===== config.mk =====
export PLATFORM = sky130hd
export DESIGN_NAME = ifr_input_fault
export DESIGN_NICKNAME = d
export VERILOG_FILES = /design/src/common/ifr_pkg.sv /design/src/verilog/ifr_input_fault.sv /design/src/verilog/ifr_delay_timer.sv
export VERILOG_INCLUDE_DIRS = /design/src /design/src/common
export SDC_FILE = /design/constraint.sdc
export NUM_CORES = 1
export LEC_CHECK = 0
export BUFFER_PORTS_ARGS = -buffer_cell sky130_fd_sc_hd__buf_4
export CAP_MARGIN = 5
export CORE_UTILIZATION = 34
export DETAILED_ROUTE_END_ITERATION = 6
export PLACE_DENSITY = 0.55
export SLEW_MARGIN = 20
export SYNTH_ARGS = -nofsm -noshare
export SYNTH_HDL_FRONTEND = slang
export SYNTH_HIERARCHICAL = 1
export SYNTH_SLANG_ARGS = --single-unit

===== constraint.sdc =====
create_clock -name clk -period 3.05 [get_ports clk]
set_clock_uncertainty 0.05 [all_clocks]
set_input_delay 0.4575 -clock clk [delete_from_list [all_inputs] [get_ports clk]]
set_output_delay 0.4575 -clock clk [all_outputs]
set_load 0.01 [all_outputs]

===== src/common/ifr_consts.svh =====
/*
 * constants of the input fault retry and limit block: register map, field
 * positions, reset values and delay timings.
 * assumes it is included by bare name wherever these values are needed.
 */
`ifndef IFR_CONSTS_SVH
`define IFR_CONSTS_SVH

// ****************************************************************
// register map
// ****************************************************************
`define IFR_ADDR_W 16
`define IFR_DATA_W 16
`define IFR_ADDR_OV_RESP 16'h0056
`define IFR_ADDR_UV_WARN 16'h0058
`define IFR_ADDR_EXP 16'hfe39

// ****************************************************************
// field positions and reset values
// ****************************************************************
`define IFR_RESP_HI 7
`define IFR_RESP_LO 6
`define IFR_RETRY_HI 5
`define IFR_RETRY_LO 3
`define IFR_DELAY_HI 2
`define IFR_DELAY_LO 0
`define IFR_EXP_HI 5
`define IFR_EXP_LO 3
`define IFR_MANT_W 11
`define IFR_EXPF_LO 11
`define IFR_RETRY_INF 3'h7
`define IFR_OV_RESP_RST 8'h00
`define IFR_EXP_RST 8'h00
`define IFR_MANT_RST 11'h000

// ****************************************************************
// timing
// ****************************************************************
`define IFR_CLK_NS 5
`define IFR_MS_NS 1000000
`define IFR_MS_W 12
`define IFR_D1_BASE_MS 12'h00a
`define IFR_D2_0_MS 12'd252
`define IFR_D2_1_MS 12'd558
`define IFR_D2_2_MS 12'd924
`define IFR_D2_3_MS 12'd1260
`define IFR_D2_4_MS 12'd1596
`define IFR_D2_5_MS 12'd1932
`define IFR_D2_6_MS 12'd2268
`define IFR_D2_7_MS 12'd2604

`endif


===== src/common/ifr_pkg.sv =====
/*
 * types of the input fault retry and limit block.
 * assumes ifr_consts.svh is on the include path.
 */
`include "ifr_consts.svh"

package ifr_pkg;

   typedef logic [`IFR_ADDR_W-1:0] ifr_addr_t;
   typedef logic [`IFR_DATA_W-1:0] ifr_data_t;
   typedef logic [`IFR_MS_W-1:0] ifr_ms_t;

   // ****************************************************************
   // response codes of the overvoltage reaction field
   // ****************************************************************
   typedef enum logic [1:0] {
      IFR_RESP_IGNORE = 2'h0,
      IFR_RESP_RIDE = 2'h1,
      IFR_RESP_RETRY = 2'h2,
      IFR_RESP_HOLD = 2'h3
   } ifr_resp_e;

   // gray along run -> ride -> off -> latched
   typedef enum logic [2:0] {
      IFR_ST_RUN = 3'h0,
      IFR_ST_RIDE = 3'h1,
      IFR_ST_OFF = 3'h3,
      IFR_ST_LATCHED = 3'h2,
      IFR_ST_HOLD = 3'h6
   } ifr_state_e;

endpackage : ifr_pkg


===== src/verilog/ifr_input_fault.sv =====
/*
 * input overvoltage fault reaction with retry and delay handling, and the
 * input undervoltage warning threshold in linear format.
 * assumes ov_fault and input_voltage come from logic on clk, and that rst
 * is asserted for device reset, power cycle and loss of bias power.
 */
// Contract
// - two-bit field picks the overvoltage reaction
// - retry codes 0-6 count, 7 means unlimited
// - exhausted retries keep output latched off
// - latch clears only through reset
// - delay field picks paired delay one, two
// - warn when input voltage below threshold
// - top five bits return configured exponent
// - eleven-bit writable mantissa scaled by exponent
`timescale 1ns/10ps
`default_nettype none
`include "ifr_consts.svh"

module ifr_input_fault
   import ifr_pkg::*;
#(
   parameter int unsigned MS_CYCLES = `IFR_MS_NS / `IFR_CLK_NS,
   parameter int unsigned VOLT_W = `IFR_MANT_W + 8
) (
   input wire logic clk,
   input wire logic rst,
   input wire ifr_pkg::ifr_addr_t reg_addr,
   input wire ifr_pkg::ifr_data_t reg_wdata,
   input wire logic reg_wr,
   input wire logic reg_rd,
   output ifr_pkg::ifr_data_t reg_rdata,
   output logic reg_rvalid,
   input wire logic ov_fault,
   input wire logic [VOLT_W-1:0] input_voltage,
   output logic output_enable,
   output logic ov_latched,
   output logic uv_warning
);
   import ifr_pkg::*;

   logic [7:0] resp_reg_q;
   logic [7:0] exp_reg_q;
   logic [`IFR_MANT_W-1:0] mant_q;
   ifr_data_t rdata_q;
   logic rvalid_q;
   ifr_state_e st_q;
   logic [2:0] tries_q;
   logic uv_q;
   logic tmr_start;
   ifr_ms_t tmr_ms;
   logic tmr_busy;
   logic tmr_done;
   ifr_resp_e resp;
   logic [2:0] retry_code;
   logic [2:0] delay_code;
   logic [2:0] exp_n;
   logic exhausted;
   ifr_ms_t d1_ms;
   ifr_ms_t d2_ms;
   logic [VOLT_W-1:0] threshold;

   assign resp = ifr_resp_e'(resp_reg_q[`IFR_RESP_HI:`IFR_RESP_LO]);
   assign retry_code = resp_reg_q[`IFR_RETRY_HI:`IFR_RETRY_LO];
   assign delay_code = resp_reg_q[`IFR_DELAY_HI:`IFR_DELAY_LO];
   assign exp_n = exp_reg_q[`IFR_EXP_HI:`IFR_EXP_LO];
   // unlimited code never exhausts; the others allow that many restarts
   assign exhausted = (retry_code != `IFR_RETRY_INF) && (tries_q >= retry_code);

   // ****************************************************************
   // delay pairs
   // ****************************************************************
   assign d1_ms = `IFR_D1_BASE_MS << delay_code;

   always_comb begin
      case (delay_code)
         3'h0: d2_ms = `IFR_D2_0_MS;
         3'h1: d2_ms = `IFR_D2_1_MS;
         3'h2: d2_ms = `IFR_D2_2_MS;
         3'h3: d2_ms = `IFR_D2_3_MS;
         3'h4: d2_ms = `IFR_D2_4_MS;
         3'h5: d2_ms = `IFR_D2_5_MS;
         3'h6: d2_ms = `IFR_D2_6_MS;
         default: d2_ms = `IFR_D2_7_MS;
      endcase
   end

   // ****************************************************************
   // register writes
   // ****************************************************************
   always_ff @(posedge clk or posedge rst) begin
      if (rst) begin
         resp_reg_q <= `IFR_OV_RESP_RST;
         exp_reg_q <= `IFR_EXP_RST;
         mant_q <= `IFR_MANT_RST;
      end else if (reg_wr) begin
         if (reg_addr == `IFR_ADDR_OV_RESP) begin
            resp_reg_q <= reg_wdata[7:0];
         end
         if (reg_addr == `IFR_ADDR_EXP) begin
            exp_reg_q <= reg_wdata[7:0];
         end
         if (reg_addr == `IFR_ADDR_UV_WARN) begin
            mant_q <= reg_wdata[`IFR_MANT_W-1:0];
         end
      end
   end

   // ****************************************************************
   // register reads, one cycle after the strobe
   // ****************************************************************
   always_ff @(posedge clk or posedge rst) begin
      if (rst) begin
         rdata_q <= '0;
         rvalid_q <= 1'b0;
      end else begin
         rvalid_q <= reg_rd;
         if (reg_rd) begin
            case (reg_addr)
               `IFR_ADDR_OV_RESP: rdata_q <= {8'h00, resp_reg_q};
               `IFR_ADDR_EXP: rdata_q <= {8'h00, exp_reg_q};
               `IFR_ADDR_UV_WARN: rdata_q <= {2'h0, exp_n, mant_q};
               default: rdata_q <= '0;
            endcase
         end
      end
   end

   assign reg_rdata = rdata_q;
   assign reg_rvalid = rvalid_q;

   // ****************************************************************
   // undervoltage warning
   // ****************************************************************
   // threshold is mantissa times two to the exponent, kept unsigned
   assign threshold = VOLT_W'({{(VOLT_W - `IFR_MANT_W){1'b0}}, mant_q} << exp_n);

   always_ff @(posedge clk or posedge rst) begin
      if (rst) begin
         uv_q <= 1'b0;
      end else begin
         uv_q <= input_voltage < threshold;
      end
   end

   assign uv_warning = uv_q;

   // ****************************************************************
   // overvoltage reaction
   // ****************************************************************
   always_comb begin
      tmr_start = 1'b0;
      tmr_ms = d2_ms;
      case (st_q)
         IFR_ST_RUN: begin
            if (ov_fault && resp == IFR_RESP_RIDE) begin
               tmr_start = 1'b1;
               tmr_ms = d1_ms;
            end else if (ov_fault && resp == IFR_RESP_RETRY && !exhausted) begin
               tmr_start = 1'b1;
            end
         end
         IFR_ST_RIDE: begin
            tmr_start = tmr_done && ov_fault && !exhausted;
         end
         IFR_ST_OFF: begin
            // a restart is followed by a qualifying window of delay two
            tmr_start = tmr_done;
         end
         default: tmr_start = 1'b0;
      endcase
   end

   always_ff @(posedge clk or posedge rst) begin
      if (rst) begin
         st_q <= IFR_ST_RUN;
      end else begin
         case (st_q)
            IFR_ST_RUN: begin
               if (ov_fault) begin
                  case (resp)
                     IFR_RESP_RIDE: st_q <= IFR_ST_RIDE;
                     IFR_RESP_RETRY: st_q <= exhausted ? IFR_ST_LATCHED : IFR_ST_OFF;
                     IFR_RESP_HOLD: st_q <= IFR_ST_HOLD;
                     default: st_q <= IFR_ST_RUN;
                  endcase
               end
            end
            IFR_ST_RIDE: begin
               if (!ov_fault) begin
                  st_q <= IFR_ST_RUN;
               end else if (tmr_done) begin
                  st_q <= exhausted ? IFR_ST_LATCHED : IFR_ST_OFF;
               end
            end
            IFR_ST_OFF: begin
               if (tmr_done) begin
                  st_q <= IFR_ST_RUN;
               end
            end
            IFR_ST_HOLD: begin
               if (!ov_fault) begin
                  st_q <= IFR_ST_RUN;
               end
            end
            IFR_ST_LATCHED: st_q <= IFR_ST_LATCHED;
            default: st_q <= IFR_ST_LATCHED;
         endcase
      end
   end

   // attempts count up per restart; a restart that survives delay two clears them
   always_ff @(posedge clk or posedge rst) begin
      if (rst) begin
         tries_q <= '0;
      end else if (st_q == IFR_ST_OFF && tmr_done) begin
         tries_q <= (tries_q == `IFR_RETRY_INF) ? tries_q : tries_q + 3'h1;
      end else if (st_q == IFR_ST_RUN && tmr_done && !ov_fault) begin
         tries_q <= '0;
      end
   end

   ifr_delay_timer #(
      .MS_CYCLES(MS_CYCLES),
      .MS_W(`IFR_MS_W)
   ) u_timer (
      .clk(clk),
      .rst(rst),
      .start(tmr_start),
      .load_ms(tmr_ms),
      .busy(tmr_busy),
      .done(tmr_done)
   );

   assign output_enable = (st_q == IFR_ST_RUN) || (st_q == IFR_ST_RIDE);
   assign ov_latched = (st_q == IFR_ST_LATCHED);

   // ****************************************************************
   // checks
   // ****************************************************************
   chk_ignore_keeps_on: assert property (@(posedge clk) disable iff (rst)
      (st_q == IFR_ST_RUN && resp == IFR_RESP_IGNORE) |=> output_enable)
      else $error("ignore code disabled the output");
   chk_hold_releases: assert property (@(posedge clk) disable iff (rst)
      (st_q == IFR_ST_HOLD && !ov_fault) |=> output_enable)
      else $error("hold state did not re-enable after fault cleared");
   chk_unlimited_no_latch: assert property (@(posedge clk) disable iff (rst)
      (retry_code == `IFR_RETRY_INF && st_q != IFR_ST_LATCHED) |=> !ov_latched)
      else $error("latched off with unlimited retries");
   chk_latch_stays_off: assert property (@(posedge clk) disable iff (rst)
      ov_latched |=> (ov_latched && !output_enable) [*2])
      else $error("latched fault released without reset");
   chk_zero_retry_latch: assert property (@(posedge clk) disable iff (rst)
      (st_q == IFR_ST_RUN && ov_fault && resp == IFR_RESP_RETRY && retry_code == 3'h0) |=> ov_latched)
      else $error("zero retries did not latch at once");
   // off lasts exactly one delay two: the timer runs, or has just finished
   chk_restart_spacing: assert property (@(posedge clk) disable iff (rst)
      (st_q == IFR_ST_OFF) |-> tmr_busy || tmr_done)
      else $error("off state without a running delay two");
   chk_delay_pair: assert property (@(posedge clk) disable iff (rst)
      (tmr_start && st_q == IFR_ST_RUN && resp == IFR_RESP_RIDE) |-> tmr_ms == d1_ms)
      else $error("ride-through loaded the wrong delay");
   chk_uv_compare: assert property (@(posedge clk) disable iff (rst)
      ##1 uv_warning == ($past(input_voltage) < $past(threshold)))
      else $error("undervoltage warning does not follow threshold");
   chk_exp_readback: assert property (@(posedge clk) disable iff (rst)
      (reg_rd && reg_addr == `IFR_ADDR_UV_WARN) |=>
         reg_rvalid && reg_rdata[`IFR_DATA_W-1:`IFR_EXPF_LO] == {2'h0, $past(exp_n)})
      else $error("exponent bits of warning threshold read wrong");

endmodule // ifr_input_fault

`default_nettype wire


===== src/verilog/ifr_delay_timer.sv =====
/*
 * millisecond delay timer: a divider makes a 1 ms enable, a counter runs down
 * the loaded number of milliseconds and pulses done at the end.
 * assumes start is a one-cycle pulse from logic on clk and load_ms is nonzero.
 */
`timescale 1ns/10ps
`default_nettype none
`include "ifr_consts.svh"

module ifr_delay_timer #(
   parameter int unsigned MS_CYCLES = `IFR_MS_NS / `IFR_CLK_NS,
   parameter int unsigned MS_W = `IFR_MS_W
) (
   input wire logic clk,
   input wire logic rst,
   input wire logic start,
   input wire logic [MS_W-1:0] load_ms,
   output logic busy,
   output logic done
);
   localparam int unsigned PRE_W = (MS_CYCLES > 1) ? $clog2(MS_CYCLES) : 1;

   logic [PRE_W-1:0] pre_q;
   logic [MS_W-1:0] cnt_q;
   logic busy_q;
   logic done_q;
   logic tick;

   assign tick = busy_q && !start && (pre_q == PRE_W'(MS_CYCLES - 1));
   assign busy = busy_q;
   assign done = done_q;

   // ****************************************************************
   // 1 ms divider, restarted with every load so a delay is never short
   // ****************************************************************
   always_ff @(posedge clk or posedge rst) begin
      if (rst) begin
         pre_q <= '0;
      end else if (start || !busy_q || tick) begin
         pre_q <= '0;
      end else begin
         pre_q <= pre_q + PRE_W'(1);
      end
   end

   always_ff @(posedge clk or posedge rst) begin
      if (rst) begin
         cnt_q <= '0;
         busy_q <= 1'b0;
         done_q <= 1'b0;
      end else begin
         done_q <= tick && (cnt_q == MS_W'(1));
         if (start) begin
            cnt_q <= load_ms;
            busy_q <= 1'b1;
         end else if (tick) begin
            cnt_q <= cnt_q - MS_W'(1);
            if (cnt_q == MS_W'(1)) begin
               busy_q <= 1'b0;
            end
         end
      end
   end

   chk_done_after_busy: assert property (@(posedge clk) disable iff (rst)
      done |-> !busy_q && $past(busy_q)) else $error("timer done without a running delay");

endmodule // ifr_delay_timer

`default_nettype wire


==> results by group <==
Global routing
  • Total overflow reported by the global router: 0
  • First-pass GRT wire length: 21200 um
  • Antenna violations before repair: 0
  • Overall global routing resource usage: 16.8%
  • Via count of the first global-routing pass: 4254
  • Maximum number of pins on one net before global-route repair: 50

Critical path
  • Type of the worst setup path: reg2reg
  • Terminus of the critical flop-to-flop path: u_timer/cnt_q[10]$_DFFE_PP0P_
  • Critical path capture point type: flip-flop
  • Startpoint of the most critical register-to-register path: resp_reg_q[3]$_DFFE_PP0P_
  • Peak fanout along the critical path: 4
  • Slowest stage cell, crit path: or4_1
  • Type of origin of the critical path: flip-flop
  • Ordered list of cells on the worst path: ha_1 -> nand2b_1 -> nand3_1 -> a32o_1 -> a31oi_1 -> o21ai_1 -> nand2b_4 -> or4_1 -> or4_1 -> a31oi_1
  • Arr. time, crit path: 3.04 ns
  • Data required time at the worst endpoint: 3.26 ns
  • Length in cells of the worst reg-to-reg path: 10
  • Largest incremental delay on the critical path: 0.48 ns
  • Stages on the worst setup path: 10
  • Sum of buffers and inverters on the critical path: 0
  • Setup slack, reg-to-reg: 0.22 ns
  • Delay-heaviest family, CP: simple AND/OR/NAND/NOR gates

Synthesis
  • Number of synthesis warnings: 6
  • Synthesized cell area: 5160 um^2
  • Synth top area share: 39.3%
  • Library cells used by synthesis: 74
  • Post-synth EDFFs: 0
  • Top flip-flop cell by instance count after synthesis: dfrtp_1
  • Instance count of the mapped netlist: 542
  • Synth cell count leaders: dfrtp_1 (81), nor2_1 (36), o21ai_0 (31), inv_1 (30), nand2_1 (30)
  • Seq cells post-synth: 81
  • Largest cells by area after synthesis: dfrtp_1 (39%), ha_1 (6.1%), mux2_2 (5.2%), mux2i_1 (4.1%), o21ai_0 (3.0%)
  • Area leader, netlist: dfrtp_1
  • Count leader, synth: dfrtp_1
  • FFs w/ async S/R, synth: 100%
  • Sequential-to-total area share from yosys stat: 39.3%
  • Mean instance size in the synthesized netlist: 9.52 um^2

Placed design
  • Worst slack at placement: 0.136 ns
  • Global placement routability congestion: 0.837
  • Buffers added on ports: 68
  • Instance area after placement: 5850 um^2
  • Half-perimeter wire length after placement: 9210 um

Floorplanning
  • Boundary pin count: 76
  • Die height: 125 um
  • Starting density of the core: 35.1%
  • Floorplan core area: 14700 um^2
  • Number of cell rows: 44
  • Die area: 15700 um^2
  • Die span in x: 125 um

Run status
  • Result of the run: complete, but fails checks
  • Failing checks: design-rule violations

STA
  • Setup violations, final: 0
  • Relative slew slack: 42.0%
  • Slew at the pin closest to its max-slew limit: 0.870 ns
  • Min Tclk post-route: 2.83 ns
  • Final worst-path cycle share: 92.7%
  • Max-slew violation count: 0
  • Fmax: 354 MHz
  • Final hold violations: 0
  • Least setup slack across all paths after layout: 0.222 ns

Layout
  • Share of layout cells above drive strength 1: 22.9%
  • Storage cell area: 2030 um^2
  • Synthesis-to-finish area growth: 19.0%
  • Fill cells: 1440
  • Layout net count: 687
  • Ant diodes: 0
  • Combined area of the multi-input logic cells: 2870 um^2
  • Finished layout cell area: 6140 um^2

Clock network
  • CTS Sinks: 81
  • Resized Gates After CTS: 0
  • Number of buffers inserted during clock tree synthesis: 9
  • Clock-pin slew reported for the worst setup and hold paths after clock tree synthesis: 0.06 ns
  • Worst skew pair latency: 0.34 ns
  • Number of buffers inserted by hold repair at cts: 0
  • TritonCTS clock tree: built
  • CTS Root Cell: clkbuf_16
  • Number of setup buffers added after CTS: 0
  • Maximum number of buffers from clock root to sink: 2
  • CTS HTree Levels: 3

Flow run
  • Max-capacitance violation count: 0

Detailed routing
  • Wire length reported by the detailed router: 12400 um
  • Detailed-route wire length per cell: 15.6 um
  • Final routed DRC violation total: 8
  • Via count: 4343
  • Router iterations before antenna repair: 7
  • DR iter-0 viols: 259
  • Routed Antenna Nets: 0
  • Per-cell via count in the routed design: 5.46

Power and ir drop
  • LEAKAGE: 2.64 nW
  • IR Drop Worst-Case VDD: 0.393 mV
  • Total Power Consumption: 2.58 mW
  • Power density cells: 420 nW/um^2

Hold path
  • Hold/Removal Path Class: in2async
## cells in the final DEF, fill, tap and decap left out, types with 10 or more instances in the layout
master | synthesis | final
a21oi_1 | 19 | 19
a22o_1 | 10 | 10
a22oi_1 | 10 | 10
buf_4 | 3 | 82
dfrtp_1 | 81 | 81
ha_1 | 25 | 25
inv_1 | 30 | 29
mux2_2 | 24 | 24
mux2i_1 | 21 | 21
nand2_1 | 30 | 30
nand3_1 | 25 | 25
nand4_1 | 11 | 11
nor2_1 | 36 | 36
nor3_1 | 13 | 13
o21ai_0 | 31 | 30
xnor2_1 | 10 | 10
## worst min-delay path, delay by kind of cell
kind	cells	cell delay, ns
buf+inv	3	0.53
## stage by stage
step / setup TNS (ns) / hold WS, ns / instances / util, %
2_1_floorplan: 0 / 0.405 / 544 / -
3_3_place_gp: 0 / 0.422 / 779 / 39.8
3_5_place_dp: 0 / 0.427 / 779 / 39.8
4_1_cts: 0 / 0.171 / 795 / 41.7
5_1_grt: -0.00168 / 0.204 / 795 / 41.8
6_report: 0 / 0.164 / 795 / 41.8
## routing by layer
metal | track usage (%) | vias up | part of all wire, %
met3 | 3.72 | 13 | 4.7
met4 | 5.24 | 0 | 1.2
li1 | - | 2137 | -
met1 | 23.4 | 2106 | 48
met2 | 26.0 | 87 | 46
met5 | 0 | - | 0
## power breakdown
part	total (mW)	internal (mW)	switching, mW
Clock	1.02	0.561	0.459
Sequential	1.23	1.14	0.0863
Combinational	0.329	0.158	0.171
## layout make-up
type | count | area share [%]
inverters | 32 | 1.98
flip-flops and latches | 81 | 33.0
well taps | 184 | 3.75
multi-input cells | 400 | 46.7
repair buffers | 82 | 10.0
clock buffers | 10 | 3.73
clock inverters | 6 | 0.815
## cell families after synthesis
group | share of synthesized area [%]
adders and majority gates | 6.06
DFF | 39.3
xor gates and xnor gates | 2.88
other | 0.0727
buffers and inverters | 5.50
muxes | 9.75
AOI/OAI and AO/OA | 16.1
and+or+nand+nor | 20.3
## worst max path at each step
stage	from	end
floorplan	resp_reg_q[3]$_DFFE_PP0P_	u_timer/cnt_q[10]$_DFFE_PP0P_
global placement	resp_reg_q[3]$_DFFE_PP0P_	u_timer/cnt_q[10]$_DFFE_PP0P_
detailed placement	resp_reg_q[3]$_DFFE_PP0P_	u_timer/cnt_q[10]$_DFFE_PP0P_
CTS	resp_reg_q[3]$_DFFE_PP0P_	u_timer/cnt_q[10]$_DFFE_PP0P_
global route	exp_reg_q[3]$_DFFE_PP0P_	uv_warning$_DFF_PP0_
finish	resp_reg_q[3]$_DFFE_PP0P_	u_timer/cnt_q[10]$_DFFE_PP0P_
## sequential cells by signal, summed over array words and instances (netlist names)
| signal | cells |
|---|---|
| u_timer/busy | 1 |
| tries_q | 3 |
| exp_reg_q | 8 |
| mant_q | 11 |
| u_timer/cnt_q | 12 |
| u_timer/done | 1 |
| resp_reg_q | 8 |
| reg_rdata | 14 |
| st_q | 3 |
| reg_rvalid | 1 |
| u_timer/pre_q | 18 |
| uv_warning | 1 |
(Power assumes the default switching activity.)
